**src/cb_writer_defines.svh**
```systemverilog
// Purpose: constants for the checkerboard pattern writer (host side)
// Assumes: 50 MHz sys_clk, 8K x 8 byte-wide nonvolatile array
// Notes: timing counts derived from times in microseconds
`ifndef CB_WRITER_DEFINES_SVH
`define CB_WRITER_DEFINES_SVH

`define CB_ADDR_W 13
`define CB_COL_LSB 0
`define CB_ROW_LSB 4
`define CB_BANK_LSB 11
`define CB_LAST_COL 4'hF
`define CB_LAST_ROW 7'h7F
`define CB_LAST_ADDR 13'h1FFF
`define CB_PATTERN 8'h55
`define CB_CLK_MHZ 50
`define CB_MARGIN_SETUP_US 50
`define CB_MARGIN_DISABLE_US 20
`define CB_MARGIN_SETUP_CYC (`CB_MARGIN_SETUP_US * `CB_CLK_MHZ)
`define CB_MARGIN_DISABLE_CYC (`CB_MARGIN_DISABLE_US * `CB_CLK_MHZ)
`define CB_CNT_W 12

`endif

```
**src/cb_writer_pkg.sv**
```systemverilog
// Purpose: types for the checkerboard pattern writer
// Assumes: one-hot state encoding
// Notes: none
package cb_writer_pkg;
    typedef enum logic [6:0] {
        ST_IDLE = 7'h01,
        ST_LOAD = 7'h02,
        ST_WRITE = 7'h04,
        ST_WAIT = 7'h08,
        ST_MSETUP = 7'h10,
        ST_MREAD = 7'h20,
        ST_MHOLD = 7'h40
    } wr_state_t;
endpackage : cb_writer_pkg

```
**src/cb_writer.sv**
```systemverilog
// Purpose: host sequencer writing a checkerboard into the byte-wide array
// Assumes: inputs synchronous to sys_clk; write_strobe is a one-cycle pulse, load_strobe stays high 16 cycles per row
// Notes: margin pins are logic-level requests to the analog drivers
`include "cb_writer_defines.svh"
`timescale 1ns/1ns
`default_nettype none
module cb_writer (
    // clock and reset
    input wire logic sys_clk,
    input wire logic sys_rst,
    // user control
    input wire logic start,
    input wire logic invert,
    input wire logic margin_start,
    input wire logic margin_stop,
    output logic busy,
    output logic done,
    // device side
    output logic [12:0] addr,
    output logic [7:0] data_out,
    output logic load_strobe,
    output logic write_strobe,
    input wire logic write_busy,
    output logic chip_select,
    output logic margin_voltage_pin,
    output logic margin_enable_pin
);
    cb_writer_pkg::wr_state_t state_reg;
    logic [12:0] addr_reg;
    logic [7:0] data_reg;
    logic inv_reg;
    logic [`CB_CNT_W-1:0] cnt_reg;
    logic [3:0] col;
    logic [6:0] row;
    logic last_col;
    logic last_row;

    assign col = addr_reg[`CB_ROW_LSB-1:`CB_COL_LSB];
    assign row = addr_reg[`CB_BANK_LSB-1:`CB_ROW_LSB];
    assign last_col = (col == `CB_LAST_COL);
    assign last_row = (row == `CB_LAST_ROW);

    // sequencing state
    always_ff @(posedge sys_clk)
    begin
        if (sys_rst)
        begin
            state_reg <= cb_writer_pkg::ST_IDLE;
        end
        else
        begin
            case (state_reg)
                cb_writer_pkg::ST_IDLE:
                begin
                    if (start)
                        state_reg <= cb_writer_pkg::ST_LOAD;
                    else if (margin_start)
                        state_reg <= cb_writer_pkg::ST_MSETUP;
                end
                cb_writer_pkg::ST_LOAD:
                begin
                    if (last_col)
                        state_reg <= cb_writer_pkg::ST_WRITE;
                end
                cb_writer_pkg::ST_WRITE:
                    state_reg <= cb_writer_pkg::ST_WAIT;
                cb_writer_pkg::ST_WAIT:
                begin
                    // device busy may rise a cycle late, so hold one cycle first
                    if (!write_busy && cnt_reg != '0)
                    begin
                        if (addr_reg == `CB_LAST_ADDR)
                            state_reg <= cb_writer_pkg::ST_IDLE;
                        else
                            state_reg <= cb_writer_pkg::ST_LOAD;
                    end
                end
                cb_writer_pkg::ST_MSETUP:
                begin
                    if (cnt_reg == `CB_CNT_W'(`CB_MARGIN_SETUP_CYC - 1))
                        state_reg <= cb_writer_pkg::ST_MREAD;
                end
                cb_writer_pkg::ST_MREAD:
                begin
                    if (margin_stop)
                        state_reg <= cb_writer_pkg::ST_MHOLD;
                end
                cb_writer_pkg::ST_MHOLD:
                begin
                    if (cnt_reg == `CB_CNT_W'(`CB_MARGIN_DISABLE_CYC - 1))
                        state_reg <= cb_writer_pkg::ST_IDLE;
                end
                default:
                    state_reg <= cb_writer_pkg::ST_IDLE;
            endcase
        end
    end

    // delay counter, cleared on every state change
    always_ff @(posedge sys_clk)
    begin
        if (sys_rst)
            cnt_reg <= '0;
        else if (state_reg == cb_writer_pkg::ST_MSETUP || state_reg == cb_writer_pkg::ST_MHOLD
                 || state_reg == cb_writer_pkg::ST_WAIT)
        begin
            if ((state_reg == cb_writer_pkg::ST_MSETUP
                 && cnt_reg == `CB_CNT_W'(`CB_MARGIN_SETUP_CYC - 1))
                || (state_reg == cb_writer_pkg::ST_MHOLD
                 && cnt_reg == `CB_CNT_W'(`CB_MARGIN_DISABLE_CYC - 1))
                || (state_reg == cb_writer_pkg::ST_WAIT && !write_busy && cnt_reg != '0))
                cnt_reg <= '0;
            else if (state_reg != cb_writer_pkg::ST_WAIT || cnt_reg == '0)
                cnt_reg <= cnt_reg + `CB_CNT_W'(1);
        end
        else
            cnt_reg <= '0;
    end

    // address and data walk
    always_ff @(posedge sys_clk)
    begin
        if (sys_rst)
        begin
            addr_reg <= '0;
            data_reg <= `CB_PATTERN;
        end
        else if (state_reg == cb_writer_pkg::ST_IDLE && start)
        begin
            addr_reg <= '0;
            data_reg <= invert ? ~`CB_PATTERN : `CB_PATTERN;
        end
        else if (state_reg == cb_writer_pkg::ST_LOAD && !last_col)
            addr_reg <= addr_reg + 13'h1;
        else if (state_reg == cb_writer_pkg::ST_WAIT && !write_busy && cnt_reg != '0
                 && addr_reg != `CB_LAST_ADDR)
        begin
            // carry out of row field steps the bank bits in order 00,01,10,11
            addr_reg <= addr_reg + 13'h1;
            if (last_row)
                data_reg <= inv_reg ? ~`CB_PATTERN : `CB_PATTERN;
            else
                data_reg <= ~data_reg;
        end
    end

    // polarity held for the whole run, so a late invert change cannot split banks
    always_ff @(posedge sys_clk)
    begin
        if (sys_rst)
        begin
            inv_reg <= 1'b0;
        end
        else if (state_reg == cb_writer_pkg::ST_IDLE && start)
        begin
            inv_reg <= invert;
        end
    end

    // address and data pins
    always_ff @(posedge sys_clk)
    begin
        if (sys_rst)
        begin
            addr <= '0;
            data_out <= '0;
        end
        else
        begin
            addr <= addr_reg;
            data_out <= data_reg;
        end
    end

    // device strobes
    always_ff @(posedge sys_clk)
    begin
        if (sys_rst)
        begin
            load_strobe <= 1'b0;
            write_strobe <= 1'b0;
        end
        else
        begin
            load_strobe <= (state_reg == cb_writer_pkg::ST_LOAD);
            write_strobe <= (state_reg == cb_writer_pkg::ST_WRITE);
        end
    end

    // margin pins; voltage idles high
    always_ff @(posedge sys_clk)
    begin
        if (sys_rst)
        begin
            chip_select <= 1'b0;
            margin_voltage_pin <= 1'b1;
            margin_enable_pin <= 1'b0;
        end
        else
        begin
            chip_select <= (state_reg == cb_writer_pkg::ST_MREAD);
            margin_voltage_pin <= !(state_reg == cb_writer_pkg::ST_MSETUP
                                    || state_reg == cb_writer_pkg::ST_MREAD
                                    || state_reg == cb_writer_pkg::ST_MHOLD);
            margin_enable_pin <= (state_reg == cb_writer_pkg::ST_MREAD);
        end
    end

    // status; busy lags the state by one cycle
    always_ff @(posedge sys_clk)
    begin
        if (sys_rst)
        begin
            busy <= 1'b0;
            done <= 1'b0;
        end
        else
        begin
            busy <= (state_reg != cb_writer_pkg::ST_IDLE);
            done <= (state_reg == cb_writer_pkg::ST_WAIT && !write_busy && cnt_reg != '0
                     && addr_reg == `CB_LAST_ADDR);
        end
    end
endmodule : cb_writer
`default_nettype wire

```
**config.mk**
```make
export PLATFORM = sky130hd
export DESIGN_NAME = cb_writer
export DESIGN_NICKNAME = d
export VERILOG_FILES = /design/src/cb_writer_pkg.sv /design/src/cb_writer.sv
export VERILOG_INCLUDE_DIRS = /design/src /design/src/src
export SDC_FILE = /design/constraint.sdc
export NUM_CORES = 1
export LEC_CHECK = 0
export ABC_AREA = 1
export BUFFER_PORTS_ARGS = -buffer_cell sky130_fd_sc_hd__buf_2
export CELL_PAD_IN_SITES_DETAIL_PLACEMENT = 0
export CELL_PAD_IN_SITES_GLOBAL_PLACEMENT = 1
export CORE_ASPECT_RATIO = 2
export CORE_MARGIN = 2
export CORE_UTILIZATION = 36
export CTS_BUF_LIST = sky130_fd_sc_hd__clkbuf_8
export DETAILED_ROUTE_END_ITERATION = 8
export PLACE_DENSITY = 0.75
export SYNTH_ARGS = -nofsm -noshare
export SYNTH_HDL_FRONTEND = slang
export SYNTH_SLANG_ARGS = --single-unit
```
**constraint.sdc**
```tcl
create_clock -name sys_clk -period 2.8 [get_ports sys_clk]
set_input_delay 0.42 -clock sys_clk [delete_from_list [all_inputs] [get_ports sys_clk]]
set_output_delay 0.42 -clock sys_clk [all_outputs]
set_load 0.05 [all_outputs]
```
Word level (Yosys, flattened, before mapping)
Cells that the tools add are included.
- register bits: 68
- bits of input ports: 7
- output and inout port bits: 28
- add/subtract/negate cells: 2
- equality and inequality tests: 22
- muxes and demuxes: 17
- bitwise logic cells: 2
- reductions and logical operators: 27
- operators by type and width (operator ; number):
    $mux W7 ; 7
    $pmux W7 S7 ; 1
    $mux W8 ; 6
    $mux W13 ; 2
    $eq A7 B7 Y1 const B ; 2
    $add A13 B1 Y13 const B ; 1
    $eq A13 B13 Y1 const B ; 1
    $ne A13 B13 Y1 const B ; 1
    $add A12 B1 Y12 const B ; 1
    $eq A12 B10 Y1 const B ; 1
    $eq A12 B12 Y1 const B ; 1
    $logic_not A12 Y1 ; 1
    $ne A2 B2 Y1 const B ; 6
    $reduce_bool A12 Y1 ; 1
    $logic_and A1 B1 Y1 ; 9
    $not A8 Y8 ; 1
    $eq A7 B1 Y1 const B ; 1
    $eq A7 B2 Y1 const B ; 1
    $eq A7 B3 Y1 const B ; 1
    $eq A7 B4 Y1 const B ; 1
    $eq A7 B5 Y1 const B ; 1
    $eq A7 B6 Y1 const B ; 1
    $logic_or A1 B1 Y1 ; 7
    $ne A7 B1 Y1 const B ; 1
    11 further kinds ; 14

Depth between registers and ports, before layout
Gate-level depths: netlist of the first run.
- depth in word-level cells: 7
- depth in mapped cells: 12

Worst setup path after synthesis of the first run
OpenSTA, ideal clock, no wires.
- kind: register -> register
- start: register addr_reg[0]
- end: register state_reg[1]
- arrival time: 1.378 ns
- setup slack: 1.313 ns
- stages on the path, launching flop included: 11
- path buffers: 0
- cells stage by stage: dfxtp_1 ha_1 nand3_2 nor2_2 nand2_1 nand3_4 nand2_4 inv_4 nand2_1 nand2_1 inv_1
- longest elaborated chain between the ends: 4
- elaborated cells on any way between the ends: 7
- classes of those cells: eq/ne: 3; mux: 3; reduce/logical: 1
- ends and longest elaborated chain (what ; RTL line ; source):
    start, declared ; cb_writer.sv:29 ; logic [12:0] addr_reg;
    start signal, assigned ; cb_writer.sv:134 ; addr_reg <= addr_reg + 13'h1;
    start signal, assigned ; cb_writer.sv:139 ; addr_reg <= addr_reg + 13'h1;
    $eq A13 B13 Y1 (no source line) ; -- ;
    $mux W2 ; cb_writer.sv:72 ; if (addr_reg == `CB_LAST_ADDR)
    $mux W7 ; cb_writer.sv:70 ; if (!write_busy && cnt_reg != '0)
    $pmux W7 S7 ; cb_writer.sv:52 ; case (state_reg)
    end signal, assigned ; cb_writer.sv:56 ; state_reg <= cb_writer_pkg::ST_LOAD;
    end signal, assigned ; cb_writer.sv:73 ; state_reg <= cb_writer_pkg::ST_IDLE;
    end signal, assigned ; cb_writer.sv:75 ; state_reg <= cb_writer_pkg::ST_LOAD;
    end, declared ; cb_writer.sv:28 ; cb_writer_pkg::wr_state_t state_reg;
Several ways; a longest one is shown, not always the timed one. The select of a mux whose other input is x is not followed.
A chain may end at the register's enable or synchronous reset.

Final worst setup path of the first run
- start: register addr_reg[1]
- end: register state_reg[1]
The elaborated chain is that of the path after synthesis.

==> results of run 1 <==
[layer usage]
metal | wire, um | track usage, %
met5 | 0 | 0
met4 | 301 | 9.53
met3 | 230 | 4.34
met2 | 4670 | 32.8
met1 | 2880 | 16.4
[where the power goes]
group / internal, mW / switching [mW] / total (mW) / leakage (nW)
Combinational: 0.215 / 0.551 / 0.766 / 0.967
Sequential: 1.08 / 0.0702 / 1.15 / 0.553
Clock: 0.454 / 0.368 / 0.822 / 0.107
[cells in the mapped netlist, types with 5 or more instances]
cell type and number:
nand2_2 15, dfxtp_1 68, nand2_1 91, inv_1 55, o21ai_0 14, clkbuf_1 5
nor2_2 5, nor2_1 72, nand3_1 44, nor3_1 11, xor2_1 10, a21oi_2 10
nand4_1 8, a21oi_1 15
[worst register-to-register path: stages, from the launching register on]
cell	delay, ps
dfxtp_1	390
ha_1	220
nand3_2	160
nor2_2	180
nand2_1	110
nand3_4	220
nand2_4	130
inv_4	120
nand2_1	50
nand2_1	60
inv_1	40
[cell families (layout without fill, tap and decap cells)]
family	after synthesis	count (layout)	share of synthesized area, %
simple gates	261	261	37.7
xor+xnor	11	11	2.91
compound gates	42	42	7.55
flops	68	68	41.1
fa+ha+maj	3	3	1.13
buf+inv	72	112	9.63
[per-stage QoR]
step,setup WS [ps],power (mW),std cells
2_1_floorplan,1310,1.80,457
3_3_place_gp,1090,1.94,583
3_5_place_dp,1030,1.94,583
4_1_cts,1010,2.77,599
5_1_grt,826,2.91,599
6_report,1010,2.73,599
[worst paths after layout]
kind	endpoint	slack (ps)	cells past startpoint
hold / removal	data_out[2]	440	2
hold reg to reg	data_out[2]	440	2
setup reg to reg	state_reg[1]	1010	10
setup / recovery	state_reg[1]	1010	10
[layout make-up]
| type | count | share of cell area (%) |
|---|---|---|
| clock buffer | 11 | 4.05 |
| clock inverter | 5 | 1.37 |
| inverter | 61 | 6.26 |
| multi-input combinational | 317 | 43.7 |
| sequential | 68 | 36.4 |
| tap | 102 | 3.41 |
| timing repair buffer | 35 | 4.75 |
==> impl_metrics.env, run 1 <==
export IMPL_synth_main_ff_cell="dfxtp_1"
export IMPL_place_area_um2=3530
export IMPL_numCtsBuffers=9
export IMPL_die_h_um=140
export IMPL_clock_latency_ps=350
export IMPL_gp_congestion=0.894
export IMPL_maxCapViolCount=0
export IMPL_seq_area_um2=1360
export IMPL_synth_edf_count=0
export IMPL_ys_async_sr_fraction_pct=0
export IMPL_relSlewSlack_pct=66.2
export IMPL_diodes=0
export IMPL_rsz0062_at_grt="no"
export IMPL_area_delta_synth_final_pct=12.8
export IMPL_drc_errors=0
export IMPL_cts_tree="yes"
export IMPL_avgViaCountPerCell=4.81
export IMPL_antenna_found_initial=0
export IMPL_ys_ff_latch=68
export IMPL_finalWirelength_mm=8.09
export IMPL_cts_resized=0
export IMPL_synth_area_um2=3310
export IMPL_clock_fmax_mhz=558
export IMPL_crit_path_end_kind="register"
export IMPL_overflow=0
export IMPL_holdCritStartpoint="data_reg[2]"
export IMPL_nets=502
export IMPL_ios=35
export IMPL_setup_violations=0
export IMPL_leakage_nw=1.63
export IMPL_hold_buffers=0
export IMPL_worstSetupStartpoint="addr_reg[1]"
export IMPL_post_route_period_util_pct=64.0
export IMPL_synth_top_area_share_pct=41.1
export IMPL_io_buffers=34
export IMPL_finalHoldViolCount=0
export IMPL_r2r_start="addr_reg[1]"
export IMPL_drt_first_pass_iters=4
export IMPL_clockRootBuffer="clkbuf_8"
export IMPL_max_stage_delay_ps=390
export IMPL_hp_class="register to register"
export IMPL_num_fill_cells=955
export IMPL_clock_path_buffers=2
export IMPL_crit_chain="ha_1 -> nand3_2 -> nor2_2 -> nand2_1 -> nand3_4 -> nand2_4 -> inv_4 -> nand2_1 -> nand2_1 -> inv_1"
export IMPL_clk_pin_slew_worst_paths_ps=70
export IMPL_largest_reg_flops=26
export IMPL_multi_input_area_um2=1630
export IMPL_post_cts_buffers=0
export IMPL_drive_gt1_share_pct=20.3
export IMPL_vias=2882
export IMPL_final_common_cell="nand2_1"
export IMPL_hpwl_mm=6.20
export IMPL_critPathKind="register to register"
export IMPL_power_density_nw_per_um2=732
export IMPL_final_area_um2=3740
export IMPL_synth_distinct_cells=30
export IMPL_cts_sinks=68
export IMPL_whs_ps=439
export IMPL_status="finished clean"
export IMPL_seq_area_frac_synth_pct=41.1
export IMPL_fin_util_pct=41.8
export IMPL_grt_max_degree=32
export IMPL_synth_area_leaders="dfxtp_1, nand2_1, nor2_1, nand3_1, inv_1"
export IMPL_critical_path_required_ps=3040
export IMPL_fin_skew_ps=7.98
export IMPL_grt_usage_pct=17.4
export IMPL_row_count=49
export IMPL_die_w_um=71.9
export IMPL_cp_arrival_ps=2030
export IMPL_path_buf_inv=2
export IMPL_yosys_area_top_type="dfxtp_1"
export IMPL_ir_drop_v=0.000228
export IMPL_ys_warnings_count=0
export IMPL_h_tree_depth=3
export IMPL_fin_crit_ps=1790
export IMPL_synth_nets=467
export IMPL_drtAntennaViolNets=0
export IMPL_first_iter_violations=147
export IMPL_path_max_fanout=16
export IMPL_cpLargestDelayFamily="simple AND/OR/NAND/NOR gates"
export IMPL_start_kind="register"
export IMPL_grt_pass1_wl_mm=13.5
export IMPL_syn_avg_cell_area_um2=7.25
export IMPL_crit_slowest_cell="dfxtp_1"
export IMPL_final_max_slew_viol_count=0
export IMPL_core_um2=8950
export IMPL_wl_per_cell_um=13.5
export IMPL_start_util_pct=37.0
export IMPL_syn_inst=457
export IMPL_setup_tns_ps=0
export IMPL_crit_top_cell="nand2_1"
export IMPL_grt_pass1_vias=2845
export IMPL_final_cell_mix="nand2_1, nor2_1, dfxtp_1, inv_1, nand3_1"
export IMPL_dieArea_um2=10000
export IMPL_tightestPinTransition_ps=507
Note: power is estimated with default switching activity, not from simulation.
==> run 2: changes to the inputs <==
ABC_AREA = 0   (was 1)
PLACE_DENSITY = 0.73   (was 0.75)
clock period = 1.8 ns   (was 2.8 ns; I/O delays follow)
==> run 2 against run 1 <==
  * The flow now finishes with violations (negative setup slack)
  * Sequential share of layout area down 4.3 points
  * Fmax down 3.1%
  * First-iteration DRC count up 18%
  * Clock skew up 2.0 ps
  * Final cell count down 9.5%
  * Sequential power up 50%
  * Sequential cell count unchanged
==> impl_metrics.env, run 2 <==
export IMPL_status="finished, violations left"
export IMPL_violations="negative setup slack"
export IMPL_relSlewSlack_pct=76.3
export IMPL_antenna_found_initial=0
export IMPL_drc_errors=0
export IMPL_start_util_pct=36.7
export IMPL_avgViaCountPerCell=5.10
export IMPL_final_max_slew_viol_count=0
export IMPL_tightestPinTransition_ps=356
export IMPL_p_int_mw=2.76
export IMPL_setup_violations=16
export IMPL_synth_common_cells="dfxtp_1, nor2_1, nor2b_1"
export IMPL_wl_per_cell_um=14.5
export IMPL_met1_length_mm=3.18
export IMPL_clkPwrFrac_pct=28.6
export IMPL_syn_avg_cell_area_um2=8.99
export IMPL_path_max_fanout=5
export IMPL_nets=451
export IMPL_vias=2762
export IMPL_maxCapViolCount=0
export IMPL_ir_drop_v=0.000696
export IMPL_leakage_nw=1.77
export IMPL_finalWirelength_mm=7.89
export IMPL_yosys_cell_count_top_type="dfxtp_1"
export IMPL_drtAntennaViolNets=0
export IMPL_first_iter_violations=173
export IMPL_top_layer="met4"
export IMPL_wl_met3_um=256
export IMPL_sw_frac_of_total_pct=31.8
export IMPL_grt_max_degree=35
export IMPL_p_seq_share_pct=42.8
export IMPL_gp_congestion=0.811
export IMPL_cp_arrival_ps=2100
export IMPL_synth_area_um2=2880
export IMPL_h_tree_depth=3
export IMPL_power_mw=4.05
export IMPL_area_delta_synth_final_pct=49.2
export IMPL_row_count=46
export IMPL_synth_main_ff_cell="dfxtp_1"
export IMPL_synth_top_area_share_pct=47.3
export IMPL_clock_fmax_mhz=540
export IMPL_fin_util_pct=54.8
export IMPL_hp_class="input port to register"
export IMPL_final_common_cell="buf_4"
export IMPL_cts_tree="yes"
export IMPL_synth_edf_count=0
export IMPL_yosys_area_top_type="dfxtp_1"
export IMPL_hpwl_mm=5.39
export IMPL_fin_ws_ps=-50.6
export IMPL_numCtsBuffers=9
export IMPL_crit_path_end_kind="register"
export IMPL_die_h_um=130
export IMPL_largest_reg_flops=26
export IMPL_clock_latency_ps=360
export IMPL_power_switching_mw=1.28
export IMPL_ios=35
export IMPL_grt_usage_pct=19.0
export IMPL_fin_crit_ps=1850
export IMPL_critical_path_required_ps=2040
export IMPL_clockRootBuffer="clkbuf_8"
export IMPL_die_w_um=67.2
export IMPL_clock_path_buffers=2
export IMPL_num_fill_cells=732
export IMPL_grt_pass1_vias=2670
export IMPL_synth_area_leaders="dfxtp_1, nor2_1, nor2b_1, xor2_1, nor3_1"
export IMPL_diodes=0
export IMPL_power_frac_comb_pct=28.7
export IMPL_final_cell_mix="buf_4, dfxtp_1, buf_2, nor2_1, nor2b_1"
export IMPL_seq_area_frac_synth_pct=47.3
export IMPL_post_route_period_util_pct=103
export IMPL_ys_warnings_count=0
export IMPL_critPathKind="register to register"
export IMPL_rsz0062_at_grt="yes"
export IMPL_synth_distinct_cells=50
export IMPL_drt_first_pass_iters=4
export IMPL_io_buffers=34
export IMPL_grt_pass1_wl_mm=12.4
export IMPL_power_density_nw_per_um2=943
export IMPL_overflow=0
export IMPL_synth_nets=330
export IMPL_clk_pin_slew_worst_paths_ps=70
export IMPL_start_kind="register"
export IMPL_dr_wl_met2_mm=4.27
export IMPL_ys_async_sr_fraction_pct=0
export IMPL_fin_skew_ps=9.96
export IMPL_finalHoldViolCount=0
export IMPL_drive_gt1_share_pct=45.5
export IMPL_core_um2=7830
export IMPL_syn_inst=320
export IMPL_cts_sinks=68
export IMPL_dieArea_um2=8760
export IMPL_ys_ff_latch=68
-- run 2: area by class of cell --
cell class	instances	area, um^2	area share [%]
well taps	96	120	2.80
clock buffers	12	165	3.85
clock inverters	4	22.5	0.525
flip-flops and latches	68	1380	32.1
repair buffers	122	882	20.6
multi-input cells	235	1700	39.7
inverters	5	18.8	0.437
-- run 2: path summary, 6_finish.rpt --
check                                  start            to  slack, ps  cells after the start
worst max-delay path            state_reg[6]    cnt_reg[2]        -50                      7
worst min-delay path             margin_stop  state_reg[5]        200                      3
worst max register to register  state_reg[6]    cnt_reg[2]        -50                      7
worst min register to register   data_reg[5]   data_out[5]        500                      1
-- run 2: kinds of logic (layout without fill, tap and decap cells) --
logic type	count (synthesis)	in the layout	share of synthesized area [%]
mux	2	2	0.739
compound gates	45	46	10.4
simple gates	161	161	30.2
fa+ha+maj	3	3	1.31
buf+inv	18	143	3.04
xor+xnor	23	23	7.00
flops	68	68	47.3
-- run 2: per-stage QoR --
stage	TNS, ps	area [um^2]	hold WS, ps	std cells	worst slack (ps)
after floorplan	0	2910	358	320	0.179
after global placement	-1630	3670	474	508	-160
after detailed placement	-2670	3670	482	508	-185
after CTS	-226	4010	193	531	-29.6
after global routing	-2170	4290	200	542	-136
final	-328	4290	201	542	-50.6
-- run 2: per-layer routing --
metal / vias up / global-route usage (%)
met4: 0 / 7.92
met2: 52 / 33.5
li1: 1363 / -
met5: - / 0
met1: 1333 / 20.8
met3: 14 / 5.05
-- run 2: timing repair --
item                       CTS  global route
gates cloned                 1             0
pin swaps                   10            25
setup buffers                6            11
setup endpoints to repair   34            39
resized for setup           30            43
hold buffers                 0             0
-- run 2: power groups by stage --
stage	registers [mW]	clock network, mW	logic, mW
after floorplan	1.86	0	0.486
after global placement	1.73	0	0.981
after detailed placement	1.74	0	0.991
after CTS	1.71	1.19	1.02
after global routing	1.75	1.24	1.27
final	1.73	1.16	1.16
-- run 2: critical path, cell delays in order, from the launching register on --
cell and delay [ps]:
dfxtp_2 360, nor3_4 280, nand3_1 270, buf_4 240
a31o_2 260, nand2_1 90, xor2_1 180, nor2_2 50
